## src/common/acdm_pkg.sv

```systemverilog
// constants shared by the ac disconnect monitor
package acdm_pkg;
   localparam int unsigned CLK_HZ = 125_000_000;
   localparam int unsigned NUM_PORTS = 4;
   // oscillator presence window
   localparam int unsigned OSC_WIN_MS = 250;
   localparam int unsigned OSC_WIN_CYC = (CLK_HZ / 1000) * OSC_WIN_MS;
   // disconnect timer tick
   localparam int unsigned TICK_US = 1000;
   localparam int unsigned TICK_CYC = (CLK_HZ / 1_000_000) * TICK_US;
   // disconnect durations in ticks for each select code
   localparam int unsigned TIMER_W = 10;
   localparam logic [9:0] DIS_TICKS_0 = 10'h064;
   localparam logic [9:0] DIS_TICKS_1 = 10'h0C8;
   localparam logic [9:0] DIS_TICKS_2 = 10'h12C;
   localparam logic [9:0] DIS_TICKS_3 = 10'h190;
   // register offsets
   localparam logic [4:0] OFS_FAULT = 5'h06;
   localparam logic [4:0] OFS_SUPPLY_EVT = 5'h0A;
   localparam logic [4:0] OFS_EVT_MASK = 5'h0B;
   localparam logic [4:0] OFS_SENSE_CFG = 5'h13;
   localparam logic [4:0] OFS_TIMING_CFG = 5'h16;
   localparam logic [4:0] OFS_CONTROL = 5'h1A;
   // field positions
   localparam int unsigned POS_DC_EN = 0;
   localparam int unsigned POS_AC_EN = 4;
   localparam int unsigned POS_DIS_FLT = 4;
   localparam int unsigned POS_DIS_SEL = 0;
   localparam int unsigned POS_OSC_FAIL = 1;
   localparam int unsigned POS_RESET_ALL = 7;
   // reset values
   localparam logic [7:0] RST_SENSE_CFG = 8'h0F;
   localparam logic [7:0] RST_TIMING_CFG = 8'h00;
   localparam logic [7:0] RST_FAULT = 8'h00;
   localparam logic [7:0] RST_SUPPLY_EVT = 8'h02;
   localparam logic [7:0] RST_EVT_MASK = 8'h00;
endpackage

```

## src/common/acdm_osc_if.sv

```systemverilog
// oscillator monitor signals between the monitor and its user
`timescale 1ns/1ps
interface acdm_osc_if;
   logic below_low;
   logic above_high;
   logic cycle_pulse;
   logic missing_pulse;
   modport mon (input below_low, input above_high, output cycle_pulse, output missing_pulse);
   modport user (output below_low, output above_high, input cycle_pulse, input missing_pulse);
endinterface

```

## src/design/acdm_osc_mon.sv

```systemverilog
// oscillator cycle detector and presence watchdog
`timescale 1ns/1ps
module acdm_osc_mon #(
   parameter int unsigned WIN_CYC = acdm_pkg::OSC_WIN_CYC
) (
   input wire logic clk,
   input wire logic rst,
   acdm_osc_if.mon osc
);
   localparam int unsigned CW = $clog2(WIN_CYC);

   typedef struct packed {
      logic armed;
      logic seen_low;
      logic seen_high;
      logic [CW-1:0] cnt;
      logic cyc;
      logic miss;
   } acdm_osc_state_t;

   acdm_osc_state_t s_reg;
   acdm_osc_state_t s_next;

   always_comb
   begin
      s_next = s_reg;
      s_next.cyc = 1'b0;
      s_next.miss = 1'b0;
      // one cycle per low excursion followed by a high excursion
      if (osc.below_low)
      begin
         s_next.armed = 1'b1;
         s_next.seen_low = 1'b1;
      end
      if (osc.above_high)
      begin
         s_next.seen_high = 1'b1;
         if (s_reg.armed)
         begin
            s_next.armed = 1'b0;
            s_next.cyc = 1'b1;
         end
      end
      if (s_reg.cnt == CW'(WIN_CYC - 1))
      begin
         s_next.cnt = '0;
         s_next.miss = ~(s_reg.seen_low & s_reg.seen_high);
         s_next.seen_low = osc.below_low;
         s_next.seen_high = osc.above_high;
      end
      else
      begin
         s_next.cnt = s_reg.cnt + CW'(1);
      end
      if (rst)
      begin
         s_next = '0;
      end
   end

   always_ff @(posedge clk)
   begin
      s_reg <= s_next;
   end

   assign osc.cycle_pulse = s_reg.cyc;
   assign osc.missing_pulse = s_reg.miss;

   a_missing_at_end: assert property (@(posedge clk) disable iff (rst)
      s_reg.miss |-> $past(s_reg.cnt) == CW'(WIN_CYC - 1))
      else $error("oscillator miss reported mid window");
endmodule // acdm_osc_mon

```

## src/design/acdm_top.sv

```systemverilog
// per-port ac/dc disconnect timers, oscillator fault flag and interrupt
// Overview of operation
// - a powered port whose ac current stays low lets its disconnect timer count up.
// - when the timer reaches the selected duration the port is turned off and its fault bit set.
// - ac current above threshold before expiry resets the timer and keeps the port on.
// - clearing a port's ac sense enable bit disables ac-sensed disconnection there.
// - the disconnect duration comes from the two select bits of the timing register.
// - the ac path resets the timer once per oscillator cycle, only if current was high at any point during that cycle.
// - ac and dc timer resets are ored so either enabled method keeps the port powered.
// - with the oscillator gone an ac-only port disconnects through normal expiry.
// - a missing oscillator with the mask bit set sets the oscillator fault flag and interrupts.
// - the oscillator fault flag only drives the interrupt and never touches port power.
// - the oscillator counts as present only if it goes low and high in every window.
// - every reset (sys, reset pin, software reset-all) sets the oscillator fault flag.
// - once cleared the flag is set again only by a bad oscillator or another reset.
// - outside a reset the interrupt output changes only between bus transactions, stop to start; any reset forces it high at once.
// - the dc path resets the timer while undercurrent is absent, restarting from zero.
`timescale 1ns/1ps
module acdm_top #(
   parameter int unsigned OSC_WIN_CYC = acdm_pkg::OSC_WIN_CYC,
   parameter int unsigned TICK_CYC = acdm_pkg::TICK_CYC
) (
   input wire logic clk,
   input wire logic sys_rst,
   input wire logic rst_pin_n,
   input wire logic reg_wr_en,
   input wire logic reg_rd_en,
   input wire logic [4:0] reg_addr,
   input wire logic [7:0] reg_wdata,
   output logic [7:0] reg_rdata,
   input wire logic bus_start,
   input wire logic bus_stop,
   output logic int_n,
   input wire logic osc_below_low,
   input wire logic osc_above_high,
   input wire logic [3:0] ac_current_high,
   input wire logic [3:0] dc_undercurrent,
   input wire logic [3:0] port_power_on,
   output logic [3:0] port_off
);
   localparam int unsigned NP = acdm_pkg::NUM_PORTS;
   localparam int unsigned TW = acdm_pkg::TIMER_W;
   localparam int unsigned KW = $clog2(TICK_CYC);

   typedef struct packed {
      logic [7:0] sense_cfg;
      logic [7:0] timing_cfg;
      logic [7:0] fault;
      logic [7:0] supply_evt;
      logic [7:0] evt_mask;
      logic [KW-1:0] tick_cnt;
      logic [NP-1:0][TW-1:0] timer;
      logic [NP-1:0] ac_seen;
      logic [NP-1:0] off;
      logic bus_busy;
      logic int_n;
      logic soft_rst;
      logic [7:0] rdata;
   } acdm_state_t;

   acdm_state_t s_reg;
   acdm_state_t s_next;

   acdm_osc_if osc ();

   assign osc.below_low = osc_below_low;
   assign osc.above_high = osc_above_high;

   acdm_osc_mon #(
      .WIN_CYC(OSC_WIN_CYC)
   ) u_osc (
      .clk(clk),
      .rst(sys_rst),
      .osc(osc)
   );

   function automatic logic [TW-1:0] dis_ticks(input logic [1:0] sel);
      unique case (sel)
         2'h0: dis_ticks = acdm_pkg::DIS_TICKS_0;
         2'h1: dis_ticks = acdm_pkg::DIS_TICKS_1;
         2'h2: dis_ticks = acdm_pkg::DIS_TICKS_2;
         2'h3: dis_ticks = acdm_pkg::DIS_TICKS_3;
      endcase
   endfunction

   function automatic logic [7:0] reg_read(input acdm_state_t s, input logic [4:0] a);
      reg_read = 8'h00;
      if (a == acdm_pkg::OFS_FAULT) reg_read = s.fault;
      if (a == acdm_pkg::OFS_SUPPLY_EVT) reg_read = s.supply_evt;
      if (a == acdm_pkg::OFS_EVT_MASK) reg_read = s.evt_mask;
      if (a == acdm_pkg::OFS_SENSE_CFG) reg_read = s.sense_cfg;
      if (a == acdm_pkg::OFS_TIMING_CFG) reg_read = s.timing_cfg;
   endfunction

   logic tick;
   logic [NP-1:0] ac_en;
   logic [NP-1:0] dc_en;
   logic [NP-1:0] ac_rst;
   logic [NP-1:0] dc_rst;
   logic [NP-1:0] flt_set;
   logic [TW-1:0] dur;
   logic osc_set;
   logic int_req;
   logic wr_hit_fault;
   logic wr_hit_evt;

   assign tick = s_reg.tick_cnt == KW'(TICK_CYC - 1);
   assign ac_en = s_reg.sense_cfg[acdm_pkg::POS_AC_EN +: NP];
   assign dc_en = s_reg.sense_cfg[acdm_pkg::POS_DC_EN +: NP];
   assign dur = dis_ticks(s_reg.timing_cfg[acdm_pkg::POS_DIS_SEL +: 2]);
   // ac request only on an oscillator cycle edge, never a level
   assign ac_rst = {NP{osc.cycle_pulse}} & (s_reg.ac_seen | ac_current_high) & ac_en;
   assign dc_rst = dc_en & ~dc_undercurrent;
   assign osc_set = osc.missing_pulse & s_reg.evt_mask[acdm_pkg::POS_OSC_FAIL];
   assign int_req = |(s_reg.supply_evt & s_reg.evt_mask);
   assign wr_hit_fault = reg_wr_en && reg_addr == acdm_pkg::OFS_FAULT;
   assign wr_hit_evt = reg_wr_en && reg_addr == acdm_pkg::OFS_SUPPLY_EVT;

   always_comb
   begin
      s_next = s_reg;
      s_next.off = '0;
      s_next.soft_rst = 1'b0;
      flt_set = '0;
      s_next.tick_cnt = tick ? '0 : s_reg.tick_cnt + KW'(1);
      // per-oscillator-cycle memory of high ac current
      s_next.ac_seen = osc.cycle_pulse ? '0 : (s_reg.ac_seen | ac_current_high);
      for (int p = 0; p < NP; p++)
      begin
         if (!port_power_on[p])
         begin
            s_next.timer[p] = '0;
         end
         else if (ac_rst[p] || dc_rst[p])
         begin
            s_next.timer[p] = '0;
         end
         else if ((ac_en[p] || dc_en[p]) && tick)
         begin
            // no ac resets arrive without an oscillator, so expiry follows unless the dc path resets
            if (s_reg.timer[p] >= dur - TW'(1))
            begin
               s_next.timer[p] = '0;
               s_next.off[p] = 1'b1;
               flt_set[p] = 1'b1;
            end
            else
            begin
               s_next.timer[p] = s_reg.timer[p] + TW'(1);
            end
         end
      end
      if (reg_wr_en)
      begin
         if (reg_addr == acdm_pkg::OFS_EVT_MASK) s_next.evt_mask = reg_wdata;
         if (reg_addr == acdm_pkg::OFS_SENSE_CFG) s_next.sense_cfg = reg_wdata;
         if (reg_addr == acdm_pkg::OFS_TIMING_CFG) s_next.timing_cfg = reg_wdata;
         if (reg_addr == acdm_pkg::OFS_CONTROL)
         begin
            s_next.soft_rst = reg_wdata[acdm_pkg::POS_RESET_ALL];
         end
      end
      // write one to clear; a new event in the same cycle wins
      s_next.fault = (s_reg.fault & ~(wr_hit_fault ? reg_wdata : 8'h00))
         | {flt_set, 4'h0};
      s_next.supply_evt = s_reg.supply_evt & ~(wr_hit_evt ? reg_wdata : 8'h00);
      s_next.supply_evt[acdm_pkg::POS_OSC_FAIL] =
         s_next.supply_evt[acdm_pkg::POS_OSC_FAIL] | osc_set;
      if (reg_rd_en)
      begin
         s_next.rdata = reg_read(s_reg, reg_addr);
      end
      // a start seen in this cycle already blocks the update
      if (bus_start)
      begin
         s_next.bus_busy = 1'b1;
      end
      else if (bus_stop)
      begin
         s_next.bus_busy = 1'b0;
      end
      if (!bus_start && !s_reg.bus_busy)
      begin
         s_next.int_n = ~int_req;
      end
      if (sys_rst || !rst_pin_n || s_reg.soft_rst)
      begin
         s_next = '0;
         s_next.sense_cfg = acdm_pkg::RST_SENSE_CFG;
         s_next.timing_cfg = acdm_pkg::RST_TIMING_CFG;
         s_next.fault = acdm_pkg::RST_FAULT;
         s_next.supply_evt = acdm_pkg::RST_SUPPLY_EVT;
         s_next.evt_mask = acdm_pkg::RST_EVT_MASK;
         s_next.int_n = 1'b1;
         // bus state survives a soft reset so a transaction in flight still blocks
         s_next.bus_busy = sys_rst ? 1'b0 : s_reg.bus_busy;
      end
   end

   always_ff @(posedge clk)
   begin
      s_reg <= s_next;
   end

   assign reg_rdata = s_reg.rdata;
   assign int_n = s_reg.int_n;
   assign port_off = s_reg.off;

   // assertion helpers
   logic any_rst;
   assign any_rst = sys_rst || !rst_pin_n || s_reg.soft_rst;

   a_int_only_idle: assert property (@(posedge clk) disable iff (sys_rst)
      $changed(int_n) |-> !$past(s_reg.bus_busy) && !$past(bus_start)
      || $past(any_rst))
      else $error("interrupt changed during a transaction");

   a_expiry_count: assert property (@(posedge clk) disable iff (any_rst)
      port_off[0] |-> $past(s_reg.timer[0]) >= $past(dur) - TW'(1)
      && $past(tick))
      else $error("port 0 turned off before timer expiry");

   a_fault_on_off: assert property (@(posedge clk) disable iff (any_rst)
      port_off[1] |=> s_reg.fault[acdm_pkg::POS_DIS_FLT + 1])
      else $error("port 1 turned off without fault bit");

   a_unpowered_zero: assert property (@(posedge clk) disable iff (any_rst)
      !port_power_on[2] |=> s_reg.timer[2] == '0 && !port_off[2])
      else $error("unpowered port 2 timer running");

   a_ac_disabled: assert property (@(posedge clk) disable iff (any_rst)
      osc.cycle_pulse && !ac_en[3] && !dc_rst[3] && port_power_on[3] && !tick
      && s_reg.timer[3] != '0 |=> s_reg.timer[3] == $past(s_reg.timer[3]))
      else $error("disabled ac sense reset port 3 timer");

   a_ac_reset_cycle: assert property (@(posedge clk) disable iff (any_rst)
      osc.cycle_pulse && ac_en[0] && ac_current_high[0] && port_power_on[0]
      |=> s_reg.timer[0] == '0 && !port_off[0])
      else $error("ac reset did not clear port 0 timer");

   a_ac_no_level: assert property (@(posedge clk) disable iff (any_rst)
      !osc.cycle_pulse && !dc_en[0] && port_power_on[0] && tick
      && s_reg.timer[0] < dur - TW'(1) && ac_en[0]
      |=> s_reg.timer[0] == $past(s_reg.timer[0]) + TW'(1))
      else $error("ac path reset timer outside a cycle edge");

   a_dc_or_keeps: assert property (@(posedge clk) disable iff (any_rst)
      dc_en[1] && !dc_undercurrent[1] && port_power_on[1]
      |=> s_reg.timer[1] == '0 && !port_off[1])
      else $error("dc path did not hold port 1 timer");

   a_osc_flag_set: assert property (@(posedge clk) disable iff (any_rst)
      osc.missing_pulse && s_reg.evt_mask[acdm_pkg::POS_OSC_FAIL]
      |=> s_reg.supply_evt[acdm_pkg::POS_OSC_FAIL])
      else $error("missing oscillator did not set flag");

   a_osc_flag_cause: assert property (@(posedge clk) disable iff (sys_rst)
      $rose(s_reg.supply_evt[acdm_pkg::POS_OSC_FAIL])
      |-> $past(osc_set) || $past(any_rst))
      else $error("oscillator flag set without cause");

   a_reset_sets_flag: assert property (@(posedge clk)
      any_rst |=> s_reg.supply_evt[acdm_pkg::POS_OSC_FAIL] && int_n)
      else $error("reset left oscillator flag clear");

   a_flag_no_power: assert property (@(posedge clk) disable iff (any_rst)
      port_off != '0 |-> $past(flt_set) == port_off)
      else $error("port turned off without timer expiry");

   c_port_expiry: cover property (@(posedge clk) disable iff (any_rst) port_off[0]);
   c_osc_fault: cover property (@(posedge clk) disable iff (any_rst) osc_set);
   c_int_deferred: cover property (@(posedge clk) disable iff (any_rst)
      s_reg.bus_busy && int_req && int_n ##1 !s_reg.bus_busy ##1 !int_n);
   c_ac_keep: cover property (@(posedge clk) disable iff (any_rst) ac_rst[1]);
endmodule // acdm_top

```

## config.mk

```make
export PLATFORM = sky130hd
export DESIGN_NAME = acdm_top
export DESIGN_NICKNAME = d
export VERILOG_FILES = /design/src/common/acdm_pkg.sv /design/src/common/acdm_osc_if.sv /design/src/design/acdm_osc_mon.sv /design/src/design/acdm_top.sv
export SDC_FILE = /design/constraint.sdc
export NUM_CORES = 1
export LEC_CHECK = 0
export BUFFER_PORTS_ARGS = -buffer_cell sky130_fd_sc_hd__buf_2
export CAP_MARGIN = 5
export CORE_MARGIN = 3
export CORE_UTILIZATION = 65
export DETAILED_ROUTE_END_ITERATION = 8
export PLACE_DENSITY = 0.85
export SYNTH_ARGS = -nofsm -noshare
export SYNTH_HDL_FRONTEND = slang
export SYNTH_SLANG_ARGS = --single-unit
```

## constraint.sdc

```tcl
create_clock -name clk -period 5.6 [get_ports clk]
set_input_delay 0.84 -clock clk [delete_from_list [all_inputs] [get_ports clk]]
set_output_delay 0.84 -clock clk [all_outputs]
set_load 0.02 [all_outputs]
```

==> results.py, run 1 <==
metrics = {
    "run_status": {
        "status": "finished clean",
    },
    "min_path": {
        "hold_depth": 1,
        "holdPathEnd": "u_osc.osc.missing_pulse$_SDFF_PP0_",
        "hp-class": "flop to flop",
        "min-delay-start": "u_osc.s_reg[27]$_SDFFE_PP0P_",
    },
    "worst_setup_path": {
        "reg2regPathDepth": 7,
        "slowest_stage": "o211ai_1",
        "slowest_delay_ps": 1030,
        "crit_path_max_fanout": 19,
        "start_kind": "flop",
        "crit_arrival_ps": 3510,
        "reg2reg_slack_ps": 2370,
        "crit_chain": "clkinv_1 > ha_1 > a21oi_1 > o22ai_1 > o211ai_1 > and2_1 > o31ai_4",
        "regToRegStartpoint": "s_reg[100]$_SDFFE_PP0P_",
        "worstReg2RegEnd": "s_reg[98]$_SDFF_PP0_",
        "crit_type": "flop to flop",
        "critPathCaptureType": "flop",
        "crit_family": "compound AO/OA/AOI/OAI gates",
        "required_ps": 5880,
        "critPathBufInv": 1,
    },
    "cts": {
        "path_clk_slew_ps": 60,
        "cts_tree": "yes",
        "clk_latency_ps": 430,
        "post-cts-setup-buffer-count": 0,
        "cts_buffers": 17,
        "postCtsHoldBufs": 0,
        "post_cts_resized": 0,
        "numClockSinks": 146,
        "cts_buffer_depth": 2,
        "cts_max_level": 4,
        "cts-root-buf": "clkbuf_16",
    },
    "cells_and_area": {
        "postLayoutCellArea_um2": 8363,
        "insertedDiodeCount": 0,
        "seq_area_um2": 2933,
        "largest_reg_flops": 95,
        "multi_input_area_um2": 4318,
        "drive_gt1_share_pct": 11.75,
        "syn2layout_area_growth_pct": 10.50,
        "nets": 992,
        "fill_cells": 782,
    },
    "grt": {
        "antenna_found_initial": 0,
        "grt_max_degree": 32,
        "grt_pass1_wl_mm": 31.23,
        "grt_usage_pct": 29.34,
        "grt_pass1_vias": 6817,
        "overflow": 0,
    },
    "detailed_routing": {
        "final_antenna_net_count": 0,
        "wl_per_cell_um": 17.49,
        "drt_pass1_iterations": 8,
        "wirelength_mm": 18.82,
        "drc": 0,
        "drt_iter0_drc": 882,
        "vias": 7180,
        "avgViaCountPerCell": 6.673,
    },
    "timing": {
        "timing.fmax_mhz": 309.5,
        "period_share_pct": 57.69,
        "worstMarginPinSlew_ps": 1319,
        "hold_viol_final": 0,
        "fin_ws_ps": 2369,
        "setup_viol_count_final": 0,
        "slew_violations": 0,
        "fin_tns_setup_ps": 0,
        "fin_crit_ps": 3231,
        "rsz0062_at_grt": "no",
        "fin_skew_ps": 5.679,
        "hold-worst-slack_ps": 449.3,
        "max_slew_margin_pct": 11.70,
    },
    "synthesis": {
        "synth_top_cells_by_count": "dfxtp_1, nand2_1, nor2_1",
        "synth-seq-cells": 146,
        "yosys.area.top_type_share_pct": 38.35,
        "synth_edf_count": 1,
        "seq_area_frac_synth_pct": 38.75,
        "ys_top_cells_by_area": "dfxtp_1, nand4_1, ha_1",
        "yosysWarnings": 0,
        "synth_most_common_cell": "dfxtp_1",
        "synthCells": 901,
        "synth-async-reset-ratio_pct": 0,
        "synthesis.area_um2": 7569,
        "ys_types": 60,
        "syn_avg_cell_area_um2": 8.400,
        "synth_top_area_cell": "dfxtp_1",
        "synthFlopType": "dfxtp_1",
    },
    "pwr": {
        "max-vdd-ir-drop_mv": 0.2978,
        "powerDensity_nw_per_um2": 273.6,
        "finalPower_mw": 2.288,
        "power.leakage_nw": 2.840,
    },
    "placed_design": {
        "dpl_cell_area_um2": 7742,
        "io_buffers": 46,
        "hpwl_mm": 12.85,
        "gp_congestion": 0.9082,
        "dp_slack_ps": 2437,
    },
    "floorplan": {
        "start_util_pct": 68.03,
        "rows": 38,
        "fp.dieArea_um2": 12970,
        "ios": 47,
        "core_area_um2": 11130,
        "die_w_um": 113.9,
        "die_h_um": 113.9,
    },
    "flow_run": {
        "cap_violations": 0,
    },
}
-- kinds of logic after synthesis --
family	count (synthesis)	share of synthesized area, %
and+or+nand+nor	446	31.36
other	1	0.04955
AOI/OAI and AO/OA	168	15.44
buffers and inverters	71	4.695
DFF	146	38.75
muxes	2	0.2645
xor gates and xnor gates	33	3.819
adders and majority gates	34	5.621
-- cells in the final DEF (no fill, tap or decap), types with 9 or more instances in the layout --
cell,Yosys,final
dfxtp_1,145,145
nand2_1,107,107
nor2_1,81,81
nand3_1,77,77
nand4_1,74,74
a21oi_1,62,62
buf_2,8,46
ha_1,34,34
a31oi_1,30,30
xnor2_1,18,18
clkbuf_16,0,18
nor3_1,17,17
o21ai_0,16,16
inv_1,15,15
xor2_1,15,15
and2_1,11,11
and4_1,10,10
nand2b_1,9,9
-- final cells by class --
class | instances | share of cell area [%]
multi-input combinational | 691 | 51.63
sequential | 146 | 35.07
clock buffer | 20 | 5.715
timing repair buffer | 51 | 3.202
tap | 140 | 2.095
clock inverter | 11 | 1.526
inverter | 17 | 0.7630
-- worst reg2reg max path, cell delays in order, from the launching register on --
cell and delay [ps]:
dfxtp_1 540, clkinv_1 400, ha_1 400, a21oi_1 160, o22ai_1 110, o211ai_1 1030
and2_1 350, o31ai_4 90
-- routing by layer --
layer / GRT usage (%) / vias up / part of all wire, %
met4: 14.57 / 0 / 3.6
met5: 0 / - / 0
met3: 6.844 / 63 / 7.3
li1: - / 3393 / -
met2: 47.70 / 341 / 48
met1: 36.63 / 3383 / 41
-- through the flow --
step | instances | util [%]
5_1_grt | 1076 | 75.17
6_report | 1076 | 75.17
3_5_place_dp | 1043 | 69.59
4_1_cts | 1074 | 75.03
3_3_place_gp | 1043 | 69.59
2_1_floorplan | 908 | -
-- how the worst max path moves through the flow --
| stage | startpoint | depth (start not counted) | endpoint |
|---|---|---|---|
| floorplan | reg_addr[2] | 6 | s_reg[85]$_SDFF_PP1_ |
| global placement | s_reg[100]$_SDFFE_PP0P_ | 7 | s_reg[98]$_SDFF_PP0_ |
| detailed placement | s_reg[100]$_SDFFE_PP0P_ | 7 | s_reg[98]$_SDFF_PP0_ |
| CTS | s_reg[100]$_SDFFE_PP0P_ | 7 | s_reg[98]$_SDFF_PP0_ |
| global route | s_reg[100]$_SDFFE_PP0P_ | 7 | s_reg[98]$_SDFF_PP0_ |
| finish | s_reg[100]$_SDFFE_PP0P_ | 7 | s_reg[98]$_SDFF_PP0_ |
-- power breakdown --
part | switching, mW | total, mW | internal [mW]
combinational | 0.0549 | 0.0831 | 0.0283
sequential | 0.00601 | 1.05 | 1.05
clock | 0.446 | 1.15 | 0.704
total | 0.507 | 2.29 | 1.78
Note: power is estimated with default switching activity, not from simulation.
==> run 2: changes to the inputs <==
--- a/config.mk
+++ b/config.mk
@@ -8,9 +8,9 @@
 export BUFFER_PORTS_ARGS = -buffer_cell sky130_fd_sc_hd__buf_2
 export CAP_MARGIN = 5
 export CORE_MARGIN = 3
-export CORE_UTILIZATION = 65
+export CORE_UTILIZATION = 61
 export DETAILED_ROUTE_END_ITERATION = 8
-export PLACE_DENSITY = 0.85
+export PLACE_DENSITY = 0.8
 export SYNTH_ARGS = -nofsm -noshare
 export SYNTH_HDL_FRONTEND = slang
 export SYNTH_SLANG_ARGS = --single-unit
==> constraint.sdc (replaced) <==
create_clock -name clk -period 3.3 [get_ports clk]
set_input_delay 0.495 -clock clk [delete_from_list [all_inputs] [get_ports clk]]
set_output_delay 0.495 -clock clk [all_outputs]
set_load 0.02 [all_outputs]
==> run 2 against run 1 <==
Total power increased by 70%. Count of clock-buffer cells in the layout decreased by 2. Hold slack got worse by 150 ps. Cell area increased by 1.5%. Die area increased by 6.2%. Highest routed layer unchanged.
==> results.py, run 2 (synthesis results as in run 1) <==
metrics = {
    "run_status": {
        "status": "finished clean",
    },
    "cells_and_area": {
        "fill_cells": 971,
        "nets": 1005,
        "insertedDiodeCount": 0,
        "drive_gt1_share_pct": 12.95,
        "postLayoutCellArea_um2": 8484,
        "seq_area_um2": 2933,
        "syn2layout_area_growth_pct": 12.10,
        "final_cell_mix": "dfxtp_1, nand2_1, nor2_1, nand3_1, nand4_1",
        "fin_cells": 1118,
        "multi_input_area_um2": 4318,
        "final_common_cell": "dfxtp_1",
        "largest_reg_flops": 95,
        "fin_util_pct": 70.34,
    },
    "worst_setup_path": {
        "slowest_delay_ps": 640,
        "worstReg2RegEnd": "s_reg[30]$_SDFFE_PP0P_",
        "critPathBufInv": 2,
        "regToRegStartpoint": "s_reg[100]$_SDFFE_PP0P_",
        "crit_path_max_fanout": 11,
        "required_ps": 3640,
        "start_kind": "flop",
        "crit_family": "compound AO/OA/AOI/OAI gates",
        "crit_chain": "clkinv_1 > ha_1 > a21oi_1 > o22ai_1 > o211ai_1 > buf_4 > nand4_1 > a21oi_1",
        "reg2regPathDepth": 8,
        "critPathCaptureType": "flop",
        "crit_arrival_ps": 3190,
        "slowest_stage": "o211ai_1",
        "reg2reg_slack_ps": 450,
        "crit_type": "flop to flop",
        "cp_common_cell": "a21oi_1",
    },
    "grt": {
        "antenna_found_initial": 0,
        "grt_usage_pct": 26.91,
        "grt_pass1_wl_mm": 31.00,
        "grt_pass1_vias": 6402,
        "grt_max_degree": 32,
        "overflow": 0,
    },
    "timing": {
        "hold-worst-slack_ps": 301.3,
        "slew_violations": 0,
        "fin_ws_ps": 449.3,
        "rsz0062_at_grt": "no",
        "period_share_pct": 86.38,
        "fin_crit_ps": 2851,
        "setup_viol_count_final": 0,
        "fin_skew_ps": 8.020,
        "hold_viol_final": 0,
        "timing.fmax_mhz": 350.8,
        "fin_tns_setup_ps": 0,
        "worstMarginPinSlew_ps": 1198,
        "max_slew_margin_pct": 20.04,
    },
    "detailed_routing": {
        "vias": 7025,
        "final_antenna_net_count": 0,
        "drc": 0,
        "drt_pass1_iterations": 6,
        "wirelength_mm": 18.43,
        "avgViaCountPerCell": 6.284,
        "wl_per_cell_um": 16.48,
        "dr_wl_met3_mm": 1.128,
        "highest_layer": "met4",
        "wl_met2_mm": 8.804,
        "wl_met1_mm": 8.022,
        "drt_iter0_drc": 974,
    },
    "pwr": {
        "powerDensity_nw_per_um2": 457.3,
        "max-vdd-ir-drop_mv": 0.3756,
        "finalPower_mw": 3.880,
        "power.leakage_nw": 2.901,
    },
    "cts": {
        "post_cts_resized": 0,
        "post-cts-setup-buffer-count": 0,
        "postCtsHoldBufs": 0,
        "cts_max_level": 4,
        "numClockSinks": 146,
        "path_clk_slew_ps": 60,
        "clk_latency_ps": 430,
        "cts_tree": "yes",
        "cts_buffer_depth": 2,
        "cts_buffers": 17,
        "cts-root-buf": "clkbuf_16",
    },
    "floorplan": {
        "fp.dieArea_um2": 13780,
        "ios": 47,
        "core_area_um2": 12060,
        "die_h_um": 117.4,
        "rows": 40,
        "die_w_um": 117.4,
        "start_util_pct": 62.75,
    },
    "min_path": {
        "hold_depth": 3,
        "min-delay-start": "osc_above_high",
        "holdPathEnd": "u_osc.s_reg[27]$_SDFFE_PP0P_",
        "hp-class": "input pin to flop",
    },
    "flow_run": {
        "cap_violations": 0,
    },
    "placed_design": {
        "dpl.cell_count": 1086,
        "dpl_cell_area_um2": 7890,
        "io_buffers": 46,
        "gp_congestion": 0.8882,
        "hpwl_mm": 12.34,
        "dp_slack_ps": 576.0,
    },
}
[run 2: worst max path at each step]
stage | start | endpoint | slack (ps) | cells past startpoint
after global placement | s_reg[100]$_SDFFE_PP0P_ | s_reg[36]$_SDFFE_PP0P_ | 730 | 8
after floorplan | s_reg[100]$_SDFFE_PP0P_ | s_reg[22]$_SDFFE_PP0P_ | 1090 | 8
after CTS | s_reg[100]$_SDFFE_PP0P_ | s_reg[30]$_SDFFE_PP0P_ | 480 | 8
after detailed placement | s_reg[100]$_SDFFE_PP0P_ | s_reg[32]$_SDFFE_PP0P_ | 580 | 8
final | s_reg[100]$_SDFFE_PP0P_ | s_reg[30]$_SDFFE_PP0P_ | 450 | 8
after global routing | s_reg[100]$_SDFFE_PP0P_ | s_reg[30]$_SDFFE_PP0P_ | 250 | 8
[run 2: power by group]
part	switching (mW)	internal [mW]
Clock	0.762	1.19
Combinational	0.0922	0.0508
Sequential	0.0101	1.78
[run 2: worst reg2reg max path: stages, from the launching register on]
cell and delay, ps:
dfxtp_1 520, clkinv_1 390, ha_1 400, a21oi_1 140, o22ai_1 100, o211ai_1 640, buf_4 300, nand4_1 110
a21oi_1 170
[run 2: cell type report]
cell class / instances / share of cell area, %
well taps: 168 / 2.478
clock inverters: 14 / 1.947
repair buffers: 64 / 4.306
flip-flops and latches: 146 / 34.57
multi-input cells: 691 / 50.89
inverters: 17 / 0.7521
clock buffers: 18 / 5.058
[run 2: routing by layer]
layer	GRT usage [%]	up-vias
met5	0	-
met4	10.85	0
met3	5.256	41
met2	42.85	244
met1	36.09	3314
li1	-	3426
==> run 3: changes to the inputs <==
--- a/config.mk
+++ b/config.mk
@@ -8,9 +8,9 @@
 export BUFFER_PORTS_ARGS = -buffer_cell sky130_fd_sc_hd__buf_2
 export CAP_MARGIN = 5
 export CORE_MARGIN = 3
-export CORE_UTILIZATION = 61
+export CORE_UTILIZATION = 55
 export DETAILED_ROUTE_END_ITERATION = 8
-export PLACE_DENSITY = 0.8
+export PLACE_DENSITY = 0.76
 export SYNTH_ARGS = -nofsm -noshare
 export SYNTH_HDL_FRONTEND = slang
 export SYNTH_SLANG_ARGS = --single-unit
==> constraint.sdc (replaced) <==
create_clock -name clk -period 2.6 [get_ports clk]
set_input_delay 0.39 -clock clk [delete_from_list [all_inputs] [get_ports clk]]
set_output_delay 0.39 -clock clk [all_outputs]
set_load 0.02 [all_outputs]
==> run 3 against run 2 <==
Critical path depth fell by 3. Clock skew fell by 2.0 ps. Sequential share of layout area fell by 0.57 points. Critical path type unchanged. Critical endpoint is now s_reg[54]$_SDFFE_PP0P_. Highest routed layer unchanged.
==> results.py, run 3 (synthesis results as in run 1) <==
metrics = {
    "run_status": {
        "status": "finished clean",
    },
    "cells_and_area": {
        "drive_gt1_share_pct": 14.03,
        "largest_reg_flops": 95,
        "final_common_cell": "dfxtp_1",
        "final_cell_mix": "dfxtp_1, nand2_1, nor2_1, nand3_1, nand4_1",
        "postLayoutCellArea_um2": 8626,
        "insertedDiodeCount": 0,
        "syn2layout_area_growth_pct": 13.97,
        "nets": 1017,
    },
    "cts": {
        "cts_max_level": 4,
        "post_cts_resized": 0,
        "numClockSinks": 146,
        "cts_buffers": 17,
        "cts_tree": "yes",
        "postCtsHoldBufs": 0,
        "cts_buffer_depth": 2,
        "clk_latency_ps": 420,
        "post-cts-setup-buffer-count": 0,
        "cts-root-buf": "clkbuf_16",
        "path_clk_slew_ps": 60,
    },
    "pwr": {
        "power.leakage_nw": 2.975,
        "powerDensity_nw_per_um2": 590.8,
        "max-vdd-ir-drop_mv": 0.4502,
    },
    "timing": {
        "hold_viol_final": 0,
        "fin_tns_setup_ps": 0,
        "max_slew_margin_pct": 49.97,
        "fin_ws_ps": 253.6,
        "setup_viol_count_final": 0,
        "fin_crit_ps": 2346,
        "period_share_pct": 90.25,
        "timing.fmax_mhz": 426.2,
        "rsz0062_at_grt": "no",
        "slew_violations": 0,
        "worstMarginPinSlew_ps": 749.7,
        "fin_skew_ps": 5.988,
    },
    "placed_design": {
        "gp_congestion": 0.8446,
        "dp_slack_ps": 301.9,
        "hpwl_mm": 12.32,
        "io_buffers": 46,
        "dpl_cell_area_um2": 7990,
    },
    "detailed_routing": {
        "drt_pass1_iterations": 8,
        "drc": 0,
        "final_antenna_net_count": 0,
        "wl_per_cell_um": 15.90,
        "drt_iter0_drc": 817,
        "avgViaCountPerCell": 6.100,
        "wirelength_mm": 18.09,
        "vias": 6942,
    },
    "min_path": {
        "hold_depth": 3,
        "min-delay-start": "osc_above_high",
        "holdPathEnd": "u_osc.s_reg[27]$_SDFFE_PP0P_",
        "hp-class": "input pin to flop",
    },
    "grt": {
        "grt_usage_pct": 24.77,
        "grt_pass1_wl_mm": 30.48,
        "grt_max_degree": 26,
        "grt_pass1_vias": 6298,
        "overflow": 0,
        "antenna_found_initial": 0,
    },
    "worst_setup_path": {
        "crit_arrival_ps": 2640,
        "start_kind": "flop",
        "reg2regPathDepth": 5,
        "crit_path_max_fanout": 10,
        "worstReg2RegEnd": "s_reg[54]$_SDFFE_PP0P_",
        "required_ps": 2890,
        "reg2reg_slack_ps": 250,
        "critPathCaptureType": "flop",
        "regToRegStartpoint": "s_reg[71]$_SDFF_PP0_",
        "crit_type": "flop to flop",
        "cp-startpoint": "s_reg[71]$_SDFF_PP0_",
    },
    "floorplan": {
        "die_w_um": 123.3,
        "start_util_pct": 56.70,
        "die_h_um": 123.3,
        "fp.dieArea_um2": 15200,
        "ios": 47,
        "rows": 42,
        "core_area_um2": 13350,
    },
    "flow_run": {
        "cap_violations": 0,
    },
}
[run 3: how the worst max path moves through the flow]
stage	endpoint	slack [ps]	cells after the start
after floorplan	s_reg[22]$_SDFFE_PP0P_	390	8
after global placement	s_reg[58]$_SDFFE_PP0P_	350	5
after detailed placement	s_reg[54]$_SDFFE_PP0P_	300	5
after CTS	s_reg[54]$_SDFFE_PP0P_	250	5
after global routing	s_reg[54]$_SDFFE_PP0P_	80	5
final	s_reg[54]$_SDFFE_PP0P_	250	5
[run 3: per-stage QoR]
step                      std cells  power (mW)  utilization [%]  hold WS, ps
after CTS                      1138       5.120            64.62        185.2
after global placement         1106       2.502            59.86        419.7
after global routing           1138       5.246            64.62        198.8
after floorplan                 908       2.426                -        411.5
after detailed placement       1106       2.503            59.86        423.5
final                          1138       5.096            64.62        197.0
[run 3: where the power goes]
group	internal [mW]	leakage [nW]	switching, mW	total [mW]
clock network	1.66	0.308	0.978	2.64
logic	0.0683	1.48	0.117	0.186
registers	2.26	1.18	0.0121	2.27
total	3.99	2.97	1.11	5.10
[run 3: cell type report]
type / instances / area, µm²
Tap cell: 176 / 220.2
Timing Repair Buffer: 76 / 455.4
Clock buffer: 19 / 454.2
Inverter: 17 / 63.81
Multi-Input combinational cell: 691 / 4318
Clock inverter: 13 / 181.4
Sequential cell: 146 / 2933
Fill cell: 1139 / 4722
[run 3: per-layer routing]
metal | global-route usage (%) | up-vias | share of wire, % | wire (µm)
met5 | 0 | - | 0 | 0
met4 | 8.581 | 0 | 2.1 | 378
met3 | 4.575 | 30 | 4.8 | 873
met2 | 40.43 | 207 | 48 | 8732
met1 | 33.00 | 3272 | 45 | 8108
li1 | - | 3433 | - | -
[run 3: critical path, cell delays in order, from the launching register on]
cell and delay [ps]:
dfxtp_1 340, nor4_1 430, nand3b_2 350, or4_1 820, nand2_1 170, a31oi_1 110
